--- src/logic/ipl_pkg.sv ---
// package of offsets, field layout and reset values for the priority-level block
package ipl_pkg;
  // register byte offsets from the system control space base
  localparam logic [11:0] LEVEL_GROUP0_OFS = 12'h400;
  localparam logic [11:0] LEVEL_GROUP1_OFS = 12'h404;
  localparam logic [11:0] LEVEL_GROUP2_OFS = 12'h408;
  // number of lines and registers
  localparam int LINE_COUNT = 12;
  localparam int LINES_PER_GROUP = 4;
  localparam int GROUP_COUNT = 3;
  // field geometry: line k of a group sits at bits [8k+7 : 8k+6]
  localparam int LEVEL_WIDTH = 2;
  localparam int FIELD_STRIDE = 8;
  localparam int FIELD_LSB = 6;
  // mask of the writable bits of one group register
  localparam logic [31:0] LEVEL_FIELD_MASK = 32'hc0c0c0c0;
  // reset value of every group register
  localparam logic [31:0] LEVEL_GROUP_RESET = 32'h00000000;
  // axi response codes
  localparam logic [1:0] RESP_OKAY = 2'h0;
  localparam logic [1:0] RESP_SLVERR = 2'h2;
endpackage : ipl_pkg

--- src/logic/ipl_levels.sv ---
// axi4-lite register block holding 2-bit priority levels for lines 0 to 11
//
// Contract
// - group0 at 0x400, lines 0-3, resets zero
// - group1 at 0x404, lines 4-7, resets zero
// - group2 at 0x408, lines 8-11, resets zero
// - level 0 most urgent, 3 least urgent
// - all three registers readable and writable
//
// The AXI4-Lite interface to the registers was left to the implementer.
`timescale 1ns/1ps
module ipl_levels (
  input wire logic core_clk,
  input wire logic rst_n,
  input wire logic clk_en,
  input wire logic [11:0] s_axi_awaddr,
  input wire logic s_axi_awvalid,
  output logic s_axi_awready,
  input wire logic [31:0] s_axi_wdata,
  input wire logic [3:0] s_axi_wstrb,
  input wire logic s_axi_wvalid,
  output logic s_axi_wready,
  output logic [1:0] s_axi_bresp,
  output logic s_axi_bvalid,
  input wire logic s_axi_bready,
  input wire logic [11:0] s_axi_araddr,
  input wire logic s_axi_arvalid,
  output logic s_axi_arready,
  output logic [31:0] s_axi_rdata,
  output logic [1:0] s_axi_rresp,
  output logic s_axi_rvalid,
  input wire logic s_axi_rready,
  output logic [23:0] line_levels,
  output logic [3:0] urgent_line,
  output logic [1:0] urgent_level
);

  // all state in one struct
  typedef struct packed {
    logic [2:0][31:0] group;
    logic aw_got;
    logic [11:0] aw_addr;
    logic w_got;
    logic [31:0] w_data;
    logic [3:0] w_strb;
    logic bvalid;
    logic [1:0] bresp;
    logic rvalid;
    logic [1:0] rresp;
    logic [31:0] rdata;
    logic [3:0] urg_line;
    logic [1:0] urg_level;
  } ipl_state_t;

  ipl_state_t st_ff; // registered state
  ipl_state_t nxt_st; // next state

  // map a byte address to a group index, 3 when unmapped
  function automatic logic [1:0] ipl_decode(input logic [11:0] addr);
    unique case (addr)
      ipl_pkg::LEVEL_GROUP0_OFS: ipl_decode = 2'h0;
      ipl_pkg::LEVEL_GROUP1_OFS: ipl_decode = 2'h1;
      ipl_pkg::LEVEL_GROUP2_OFS: ipl_decode = 2'h2;
      default: ipl_decode = 2'h3;
    endcase
  endfunction : ipl_decode

  // next-state logic: bus slave, register update and urgency search
  always_comb begin
    logic [1:0] widx;
    logic [1:0] ridx;
    logic [31:0] bmask;
    logic [1:0] lvl;
    nxt_st = st_ff;
    widx = ipl_decode(st_ff.aw_addr);
    ridx = ipl_decode(s_axi_araddr);
    bmask = '0;
    lvl = 2'h0;
    // capture address and data in either order
    if (s_axi_awvalid && s_axi_awready) begin
      nxt_st.aw_got = 1'b1;
      nxt_st.aw_addr = s_axi_awaddr;
    end
    if (s_axi_wvalid && s_axi_wready) begin
      nxt_st.w_got = 1'b1;
      nxt_st.w_data = s_axi_wdata;
      nxt_st.w_strb = s_axi_wstrb;
    end
    // both halves held: commit and respond
    if (st_ff.aw_got && st_ff.w_got && !st_ff.bvalid) begin
      for (int b = 0; b < 4; b++) begin
        bmask[b*8 +: 8] = {8{st_ff.w_strb[b]}};
      end
      if (widx != 2'h3) begin
        // only the field bits take the write, the gaps stay zero
        nxt_st.group[widx] = (st_ff.group[widx] & ~(bmask & ipl_pkg::LEVEL_FIELD_MASK)) |
          (st_ff.w_data & bmask & ipl_pkg::LEVEL_FIELD_MASK);
        nxt_st.bresp = ipl_pkg::RESP_OKAY;
      end else begin
        nxt_st.bresp = ipl_pkg::RESP_SLVERR;
      end
      nxt_st.bvalid = 1'b1;
      nxt_st.aw_got = 1'b0;
      nxt_st.w_got = 1'b0;
    end
    // response accepted
    if (st_ff.bvalid && s_axi_bready) begin
      nxt_st.bvalid = 1'b0;
    end
    // read: answer one cycle after address taken
    if (s_axi_arvalid && s_axi_arready) begin
      nxt_st.rvalid = 1'b1;
      if (ridx != 2'h3) begin
        nxt_st.rdata = st_ff.group[ridx] & ipl_pkg::LEVEL_FIELD_MASK;
        nxt_st.rresp = ipl_pkg::RESP_OKAY;
      end else begin
        nxt_st.rdata = 32'h00000000;
        nxt_st.rresp = ipl_pkg::RESP_SLVERR;
      end
    end else if (st_ff.rvalid && s_axi_rready) begin
      nxt_st.rvalid = 1'b0;
    end
    // lowest level value wins, lower line number breaks ties
    // start from the least urgent level so a block with every line at 3 still names line 0
    nxt_st.urg_line = 4'h0;
    nxt_st.urg_level = 2'h3;
    for (int i = ipl_pkg::LINE_COUNT - 1; i >= 0; i--) begin
      lvl = st_ff.group[i / ipl_pkg::LINES_PER_GROUP][(i % ipl_pkg::LINES_PER_GROUP) * ipl_pkg::FIELD_STRIDE
        + ipl_pkg::FIELD_LSB +: ipl_pkg::LEVEL_WIDTH];
      if (lvl <= nxt_st.urg_level) begin
        nxt_st.urg_level = lvl;
        nxt_st.urg_line = 4'(i);
      end
    end
  end

  // state register with synchronous reset and clock enable
  always_ff @(posedge core_clk) begin
    if (!rst_n) begin
      st_ff <= '0;
      for (int g = 0; g < ipl_pkg::GROUP_COUNT; g++) begin
        st_ff.group[g] <= ipl_pkg::LEVEL_GROUP_RESET;
      end
      // search result agrees with the all-zero reset levels: line 0 at level 0
      st_ff.urg_level <= ipl_pkg::LEVEL_GROUP_RESET[ipl_pkg::FIELD_LSB +: ipl_pkg::LEVEL_WIDTH];
    end else if (clk_en) begin
      st_ff <= nxt_st;
    end
  end

  // handshake outputs
  // readies fall while frozen so nothing is taken that the frozen state cannot hold
  assign s_axi_awready = clk_en && !st_ff.aw_got && !st_ff.bvalid;
  assign s_axi_wready = clk_en && !st_ff.w_got && !st_ff.bvalid;
  assign s_axi_arready = clk_en && !st_ff.rvalid;
  // registered answers
  assign s_axi_bvalid = st_ff.bvalid;
  assign s_axi_bresp = st_ff.bresp;
  assign s_axi_rvalid = st_ff.rvalid;
  assign s_axi_rdata = st_ff.rdata;
  assign s_axi_rresp = st_ff.rresp;
  assign urgent_line = st_ff.urg_line;
  assign urgent_level = st_ff.urg_level;

  // level of each line, line k at bits [2k+1:2k]
  always_comb begin
    for (int i = 0; i < ipl_pkg::LINE_COUNT; i++) begin
      line_levels[i*2 +: 2] = st_ff.group[i / ipl_pkg::LINES_PER_GROUP][(i % ipl_pkg::LINES_PER_GROUP)
        * ipl_pkg::FIELD_STRIDE + ipl_pkg::FIELD_LSB +: ipl_pkg::LEVEL_WIDTH];
    end
  end

  // checks
  // gap bits never hold a one in any group
  gap_bits_zero_a: assert property (@(posedge core_clk) disable iff (!rst_n)
    ((st_ff.group[0] | st_ff.group[1] | st_ff.group[2]) & ~ipl_pkg::LEVEL_FIELD_MASK) == 32'h0)
    else $error("gap bits of a level register are not zero");
  group0_write_a: assert property (@(posedge core_clk) disable iff (!rst_n)
    clk_en && st_ff.aw_got && st_ff.w_got && !st_ff.bvalid && st_ff.aw_addr == ipl_pkg::LEVEL_GROUP0_OFS
    && st_ff.w_strb == 4'hf |=> line_levels[7:0] == {$past(st_ff.w_data[31:30]), $past(st_ff.w_data[23:22]),
    $past(st_ff.w_data[15:14]), $past(st_ff.w_data[7:6])})
    else $error("group0 write did not reach lines 0 to 3");
  group1_map_a: assert property (@(posedge core_clk) disable iff (!rst_n)
    line_levels[15:14] == st_ff.group[1][31:30] && line_levels[9:8] == st_ff.group[1][7:6])
    else $error("group1 fields misplaced");
  group2_map_a: assert property (@(posedge core_clk) disable iff (!rst_n)
    line_levels[23:22] == st_ff.group[2][31:30] && line_levels[17:16] == st_ff.group[2][7:6])
    else $error("group2 fields misplaced");
  urgent_min_a: assert property (@(posedge core_clk) disable iff (!rst_n)
    clk_en |=> urgent_level <= $past(line_levels[1:0]) && urgent_level <= $past(line_levels[23:22]))
    else $error("urgent level is not the minimum");
  read_back_a: assert property (@(posedge core_clk) disable iff (!rst_n)
    s_axi_arvalid && s_axi_arready && s_axi_araddr == ipl_pkg::LEVEL_GROUP1_OFS
    |=> s_axi_rvalid && s_axi_rdata == $past(st_ff.group[1]))
    else $error("read back differs from stored value");
  resp_hold_a: assert property (@(posedge core_clk) disable iff (!rst_n)
    s_axi_rvalid && !s_axi_rready |=> s_axi_rvalid && $stable(s_axi_rdata))
    else $error("read data dropped before accepted");
  write_answer_a: assert property (@(posedge core_clk) disable iff (!rst_n)
    clk_en && st_ff.aw_got && st_ff.w_got && !st_ff.bvalid |=> s_axi_bvalid)
    else $error("write not answered");
  // a write with a byte lane switched off leaves that lane's line alone
  lane_keep_a: assert property (@(posedge core_clk) disable iff (!rst_n)
    clk_en && st_ff.aw_got && st_ff.w_got && !st_ff.bvalid && st_ff.aw_addr == ipl_pkg::LEVEL_GROUP1_OFS
    && !st_ff.w_strb[0] |=> line_levels[9:8] == $past(line_levels[9:8]))
    else $error("unstrobed lane of group1 was written");
  // a write to an unmapped offset changes no level
  unmapped_keep_a: assert property (@(posedge core_clk) disable iff (!rst_n)
    clk_en && st_ff.aw_got && st_ff.w_got && !st_ff.bvalid && st_ff.aw_addr != ipl_pkg::LEVEL_GROUP0_OFS
    && st_ff.aw_addr != ipl_pkg::LEVEL_GROUP1_OFS && st_ff.aw_addr != ipl_pkg::LEVEL_GROUP2_OFS
    |=> line_levels == $past(line_levels))
    else $error("unmapped write changed a level");
  // reset clears every level and the search result
  reset_zero_a: assert property (@(posedge core_clk)
    !rst_n |=> line_levels == 24'h0 && urgent_level == 2'h0)
    else $error("levels not cleared by reset");
  // main scenarios: full and partial writes, reads, a winning line, a freeze
  write_done_c: cover property (@(posedge core_clk) disable iff (!rst_n) s_axi_bvalid && s_axi_bready);
  read_done_c: cover property (@(posedge core_clk) disable iff (!rst_n) s_axi_rvalid && s_axi_rready);
  urgent_zero_c: cover property (@(posedge core_clk) disable iff (!rst_n) urgent_level == 2'h0 && urgent_line == 4'hb);
  strobe_write_c: cover property (@(posedge core_clk) disable iff (!rst_n)
    s_axi_wvalid && s_axi_wready && s_axi_wstrb != 4'hf);
  frozen_c: cover property (@(posedge core_clk) disable iff (!rst_n) !clk_en);
endmodule : ipl_levels

--- config.mk ---
export PLATFORM = sky130hd
export DESIGN_NAME = ipl_levels
export DESIGN_NICKNAME = d
export VERILOG_FILES = /design/src/logic/ipl_pkg.sv /design/src/logic/ipl_levels.sv
export SDC_FILE = /design/constraint.sdc
export NUM_CORES = 1
export LEC_CHECK = 0
export CAP_MARGIN = 20
export CORE_MARGIN = 4
export CORE_UTILIZATION = 40
export DETAILED_ROUTE_END_ITERATION = 10
export DONT_BUFFER_PORTS = 1
export SLEW_MARGIN = 5
export SYNTH_ARGS = -nofsm -noshare
export SYNTH_HDL_FRONTEND = slang
export SYNTH_SLANG_ARGS = --single-unit
--- constraint.sdc ---
create_clock -name core_clk -period 10.6 [get_ports core_clk]
set_input_delay 2.12 -clock core_clk [delete_from_list [all_inputs] [get_ports core_clk]]
set_output_delay 2.12 -clock core_clk [all_outputs]
set_load 0.03 [all_outputs]
# After elaboration in Yosys (flattened, before gate mapping)

Cells that the tools add are included.

Flip-flop bits (word level): 190
Input port bits: 68
Logic and storage cells: 103

Order comparisons: 15
Equal/unequal tests: 8
Mux-type cells: 31
Bitwise logic cells: 4
Reduce and logical (&&, ||, !) cells: 30

Operators by type and width:

| operator               | count |
|---|---|
| $bmux W32 S2           | 2 |
| $bwmux W96             | 1 |
| $mux W32               | 3 |
| $eq A12 B11 Y1 const B | 6 |
| $mux W6                | 12 |
| $and A32 B32 Y32       | 2 |
| $demux W32 S2          | 1 |
| $mux W37               | 1 |
| $mux W34               | 1 |
| $not A32 Y32           | 1 |
| $or A32 B32 Y32        | 1 |
| $le A2 B2 Y1           | 11 |
| $reduce_and A2 Y1      | 8 |
| $logic_and A1 B1 Y1    | 13 |
| $mux W13               | 1 |
| $pmux W2 S3            | 2 |
| $reduce_bool A2 Y1     | 4 |
| $lt A2 B3 Y1 const B   | 2 |
| $mux W1                | 5 |
| $logic_not A1 Y1       | 4 |
| $ne A2 B2 Y1 const B   | 2 |
| $mux W3                | 1 |
| $reduce_and A3 Y1      | 1 |
| $ge A2 B1 Y1 const B   | 1 |
| other kinds (2)        | 2 |

# Longest topological paths before layout

Depth after elaboration: 24
Mapped depth: 63
Mapped depth without buffers: 63

# Worst setup path after synthesis

OpenSTA, ideal clock, no wires.

Kind: register to register
Start point: register st_ff, in the netlist line_levels[20]
End point: register st_ff, in the netlist urgent_level[0]
Setup time: 0.060 ns
Arrival: 10.815 ns
Required time: 10.540 ns
Setup slack: -0.276 ns
Cell stages (with the launch flop): 62
Path buffers: 0
Cells stage by stage: dfxtp_1 -> inv_1 -> ha_1 -> nor3_1 -> a21oi_1 -> o221a_2 -> ha_1 -> and2_2 -> o21bai_1 -> inv_1 -> mux2_2 -> ha_1 -> nor2_1 -> maj3_2 -> mux2_4 -> ha_1 -> nor2_1 -> maj3_2 -> [... 26 more ...] -> ha_1 -> nor2_1 -> maj3_2 -> nor2_1 -> nor2_1 -> ha_1 -> nor2_1 -> maj3_2 -> nand2_1 -> o21ai_0 -> a21oi_1 -> ha_1 -> and2_1 -> nor2_1 -> o21ai_1 -> a21oi_1 -> a21boi_1 -> o221a_1

Longest elaborated chain between the ends: 22

Ends and longest elaborated chain:

| what                     | RTL line          | text |
|---|---|---|
| start: declaration       | ipl_levels.sv:55  | `ipl_state_t st_ff;` |
| start signal: assignment | ipl_levels.sv:147 | `st_ff <= nxt_st;` |
| $le A2 B2 Y1             | ipl_levels.sv:130 | `if (lvl <= nxt_st.urg_level) begin` |
| $mux W6 (*)              | ipl_levels.sv:130 |  |
| $le A2 B2 Y1             | ipl_levels.sv:130 |  |
| $mux W6 (*)              | ipl_levels.sv:130 |  |
| $le A2 B2 Y1             | ipl_levels.sv:130 |  |
| $mux W6 (*)              | ipl_levels.sv:130 |  |
| $le A2 B2 Y1             | ipl_levels.sv:130 |  |
| $mux W6 (*)              | ipl_levels.sv:130 |  |
| [... 6 more ...]         | n/a               |  |
| $le A2 B2 Y1             | ipl_levels.sv:130 |  |
| $mux W6 (*)              | ipl_levels.sv:130 |  |
| $le A2 B2 Y1             | ipl_levels.sv:130 |  |
| $mux W6 (*)              | ipl_levels.sv:130 |  |
| $le A2 B2 Y1             | ipl_levels.sv:130 |  |
| $mux W6 (*)              | ipl_levels.sv:130 |  |
| $le A2 B2 Y1             | ipl_levels.sv:130 |  |
| $mux W6 (*)              | ipl_levels.sv:130 |  |

Every way passes the cells marked *; elsewhere a longest branch is shown, timed or not.
A chain may end at the register's enable or synchronous reset.

# Final worst setup path

Start point: register st_ff, in the netlist line_levels[23]
End point: register st_ff, in the netlist urgent_level[0]

Longest elaborated chain between the ends: 24

Ends and longest elaborated chain:

| what             | RTL line |
|---|---|
| $le A2 B2 Y1     | ipl_levels.sv:130 |
| $mux W6 (*)      | ipl_levels.sv:130 |
| $le A2 B2 Y1     | ipl_levels.sv:130 |
| $mux W6 (*)      | ipl_levels.sv:130 |
| $le A2 B2 Y1     | ipl_levels.sv:130 |
| $mux W6 (*)      | ipl_levels.sv:130 |
| $le A2 B2 Y1     | ipl_levels.sv:130 |
| $mux W6 (*)      | ipl_levels.sv:130 |
| [... 8 more ...] | n/a |
| $le A2 B2 Y1     | ipl_levels.sv:130 |
| $mux W6 (*)      | ipl_levels.sv:130 |
| $le A2 B2 Y1     | ipl_levels.sv:130 |
| $mux W6 (*)      | ipl_levels.sv:130 |
| $le A2 B2 Y1     | ipl_levels.sv:130 |
| $mux W6 (*)      | ipl_levels.sv:130 |
| $le A2 B2 Y1     | ipl_levels.sv:130 |
| $mux W6 (*)      | ipl_levels.sv:130 |

Marks and branches as above.

==> impl_metrics.yaml <==
yosys:
  synth_area_per_cell_um2: 7.79
  synthFlopType: "dfxtp_1"
  syn_inst: 562
  synth_compound_area_share_pct: 20.0
  yosysWarnings: 0
  synthXorXnorAreaFrac_pct: 0
  yosysTopAreaCell: "dfxtp_1"
  async_reset_ff_share_pct: 0
  yosys.area_share.simple_pct: 25.1
  synth_area_mm2: 0.00438
  yosys-top-cells-area: "dfxtp_1 31%, buf_4 11%, nand2_1 10%, o21ai_0 4.8%, a21boi_0 4.6%"
  synth-edff-count: 0
  synth_top_area_share_pct: 31.1
  synth_top_family_by_area: "simple AND/OR/NAND/NOR gates"
  synth_common_cells: "116 x nand2_1, 68 x dfxtp_1, 66 x buf_4"
  ys_ff_latch: 68
  ys_seq_area_share_pct: 31.1
  synthMuxAreaShare_pct: 3.35
  yosysMostFrequentCell: "nand2_1"
  synth_fa_ha_area_share_pct: 5.55
  ys_types: 61
clocking:
  numClockSinks: 68
  clk_path_buf_depth: 2
  cts-buffers-inserted: 9
  clk_pin_slew_ns: 0.08
  cts-root-buf: "clkbuf_8"
  ctsHtreeMaxLevel: 3
  hold_buffers: 0
  insertion_delay_ns: 0.35
  cts_tree: "done"
place:
  placed_cells_incl_taps: 675
  post-dp-hpwl_um: 8380
  portBuffers: 0
  gp_congestion: 0.819
timing:
  timing.fmax_ghz: 0.0939
  final_period_minus_worst_setup_slack_ns: 10.65
  rsz0062_at_grt: "yes"
  worstMarginPinSlew_ns: 0.990
  finalWorstSetupSlack_ns: -0.0549
  fin_crit_sh_pct: 101
  slew_headroom_pct: 33.4
  hold_violations: 0
  finalMaxSlewViolations: 0
  finalClockSkew_ns: 0.0109
  finalSetupViolCount: 3
detailed_routing:
  dr_total_vias: 3703
  wire_per_inst_um: 16.7
  drt_iter0_drc: 276
  routed_wl_um: 11900
  drt.antenna.violating_nets: 0
  vias_per_cell: 5.20
  dr.pass1.iters: 7
  drc: 0
setup_path:
  cp_data_arrival_time_ns: 10.95
  cp-start-kind: "register"
  rr_worst_depth: 61
  crit_path_max_fanout: 4
  worstSetupEndpointType: "register"
  crit_type: "reg2reg"
  rr_startpoint: "line_levels[23]"
  max_stage_delay_ns: 0.35
  cp.required_ns: 10.90
  reg2reg_slack_ns: -0.05
  r2r_end: "urgent_level[0]"
  crit_path_top_delay_cell: "maj3_2"
  crit_top_cell: "nor2_2"
worst_hold_path:
  whs_path_depth: 2
  hold_path.class: "reg2reg"
  min-delay-start: "st_ff[91]"
  min_to: "st_ff[91]"
pwr:
  ir_drop_mv: 0.0806
  finalPower_uw: 530
  p_seq_share_pct: 51.9
  intPower_uw: 383
  leakage_uw: 0.00187
  clockPowerShare_pct: 41.2
  switching_share_pct: 27.8
  powerDensity_mw_per_mm2: 106
  switching_power_uw: 148
  combinationalPowerShare_pct: 6.9
final_layout:
  drive_gt1_share_pct: 25.7
  final_nets: 654
  fillers: 1020
  area_growth_pct: 14.7
  antenna_cells: 0
  final_cells: 712
  final_util_pct: 47.8
global_route:
  grt_max_degree: 69
  grt_usage_pct: 17.9
  overflow: 0
  antenna_found_initial: 0
  grt_pass1_wl_um: 18400
  grt_pass1_vias: 3621
outcome:
  violations: "setup timing"
  status: "complete, but fails checks"
floorplan:
  fp-row-count: 37
  initial_core_util_pct: 41.6
  fp.dieH_um: 113
  core_area_mm2: 0.0105
  io_pins: 139
  dieArea_mm2: 0.0127
  die_x_um: 113
job:
  maxCapViolCount: 0
## power by group through the flow
stage               registers, uW  logic, uW  clock network, uW
global route                  276       40.4                234
global placement              281       35.6                  0
detailed placement            281       36.2                  0
floorplan                     274       52.2                  0
finish                        275       36.5                219
CTS                           275       36.4                224
## worst max path at each step
stage / start / to / cells after the start
floorplan: line_levels[20] / urgent_level[0] / 62
global placement: line_levels[20] / urgent_line[3] / 61
detailed placement: line_levels[20] / urgent_line[3] / 62
CTS: line_levels[23] / urgent_level[0] / 61
global route: line_levels[23] / urgent_level[0] / 62
finish: line_levels[23] / urgent_level[0] / 61
## per-layer routing
layer,vias to the layer above,GRT usage [%],part of all wire (%)
met1,1702,22.9,43
met3,10,4.20,7.0
li1,1855,-,-
met5,-,0,0
met4,0,5.93,1.4
met2,136,29.7,48
## logic make-up after synthesis
group                      Yosys count
DFF                                 68
AOI/OAI and AO/OA                  129
other                                1
adders and majority gates           20
buffers and inverters              105
muxes                               14
and+or+nand+nor                    225
## area by class of cell
cell class | count | area, um2 | area share [%]
inverters | 17 | 66.3 | 1.32
flip-flops and latches | 68 | 1370 | 27.2
well taps | 136 | 170 | 3.39
multi-input cells | 414 | 2750 | 54.8
clock inverters | 7 | 76.3 | 1.52
repair buffers | 61 | 465 | 9.27
clock buffers | 9 | 124 | 2.47
## flip-flops by register name, summed over array words and instances (netlist names)
register,count
line_levels,24
s_axi_bresp,1
s_axi_bvalid,1
s_axi_rdata,8
s_axi_rresp,1
s_axi_rvalid,1
st_ff,26
urgent_level,2
urgent_line,4
## critical path: cells and delay by family (launching register included)
kind	cells	cell delay, ns
fa+ha+maj	16	4.46
compound gates	16	2.43
simple gates	23	2.35
mux	2	0.65
buf+inv	4	0.38
flops	1	0.32
## what timing repair did
action | CTS | global route
pin swaps | 21 | 52
resized for setup | 26 | 38
buffers inserted | 9 | 12
setup endpoints to repair | 6 | 6
## through the flow
stage / hold WS (ns) / setup TNS [ns] / setup WS [ns] / area (um2)
after floorplan: 0.439 / 0 / 0.00638 / 4490
after global placement: 0.447 / -0.954 / -0.261 / 4380
after detailed placement: 0.460 / -1.80 / -0.384 / 4380
after CTS: 0.471 / -0.0739 / -0.0739 / 4760
after global routing: 0.488 / -2.96 / -0.554 / 5020
final: 0.468 / -0.108 / -0.0549 / 5020
## cells in the final DEF (no fill, tap or decap), drive strengths merged, types with 3 or more instances in the layout
master	Yosys	layout
a21boi	28	28
a21oi	15	15
a31oi	8	8
and2	33	33
buf	69	61
clkbuf	19	9
clkinv	0	3
conb	1	26
dfxtp	68	68
ha	15	15
inv	17	18
maj3	5	5
mux2i	12	12
nand2	117	117
nand2b	5	5
nand3	8	8
nand4	3	3
nor2	28	28
nor2b	7	7
nor3	7	7
nor4	5	5
o21a	3	3
o21ai	50	50
o21bai	3	3
o221ai	7	7
No activity file was read; power rests on OpenSTA's default activity.
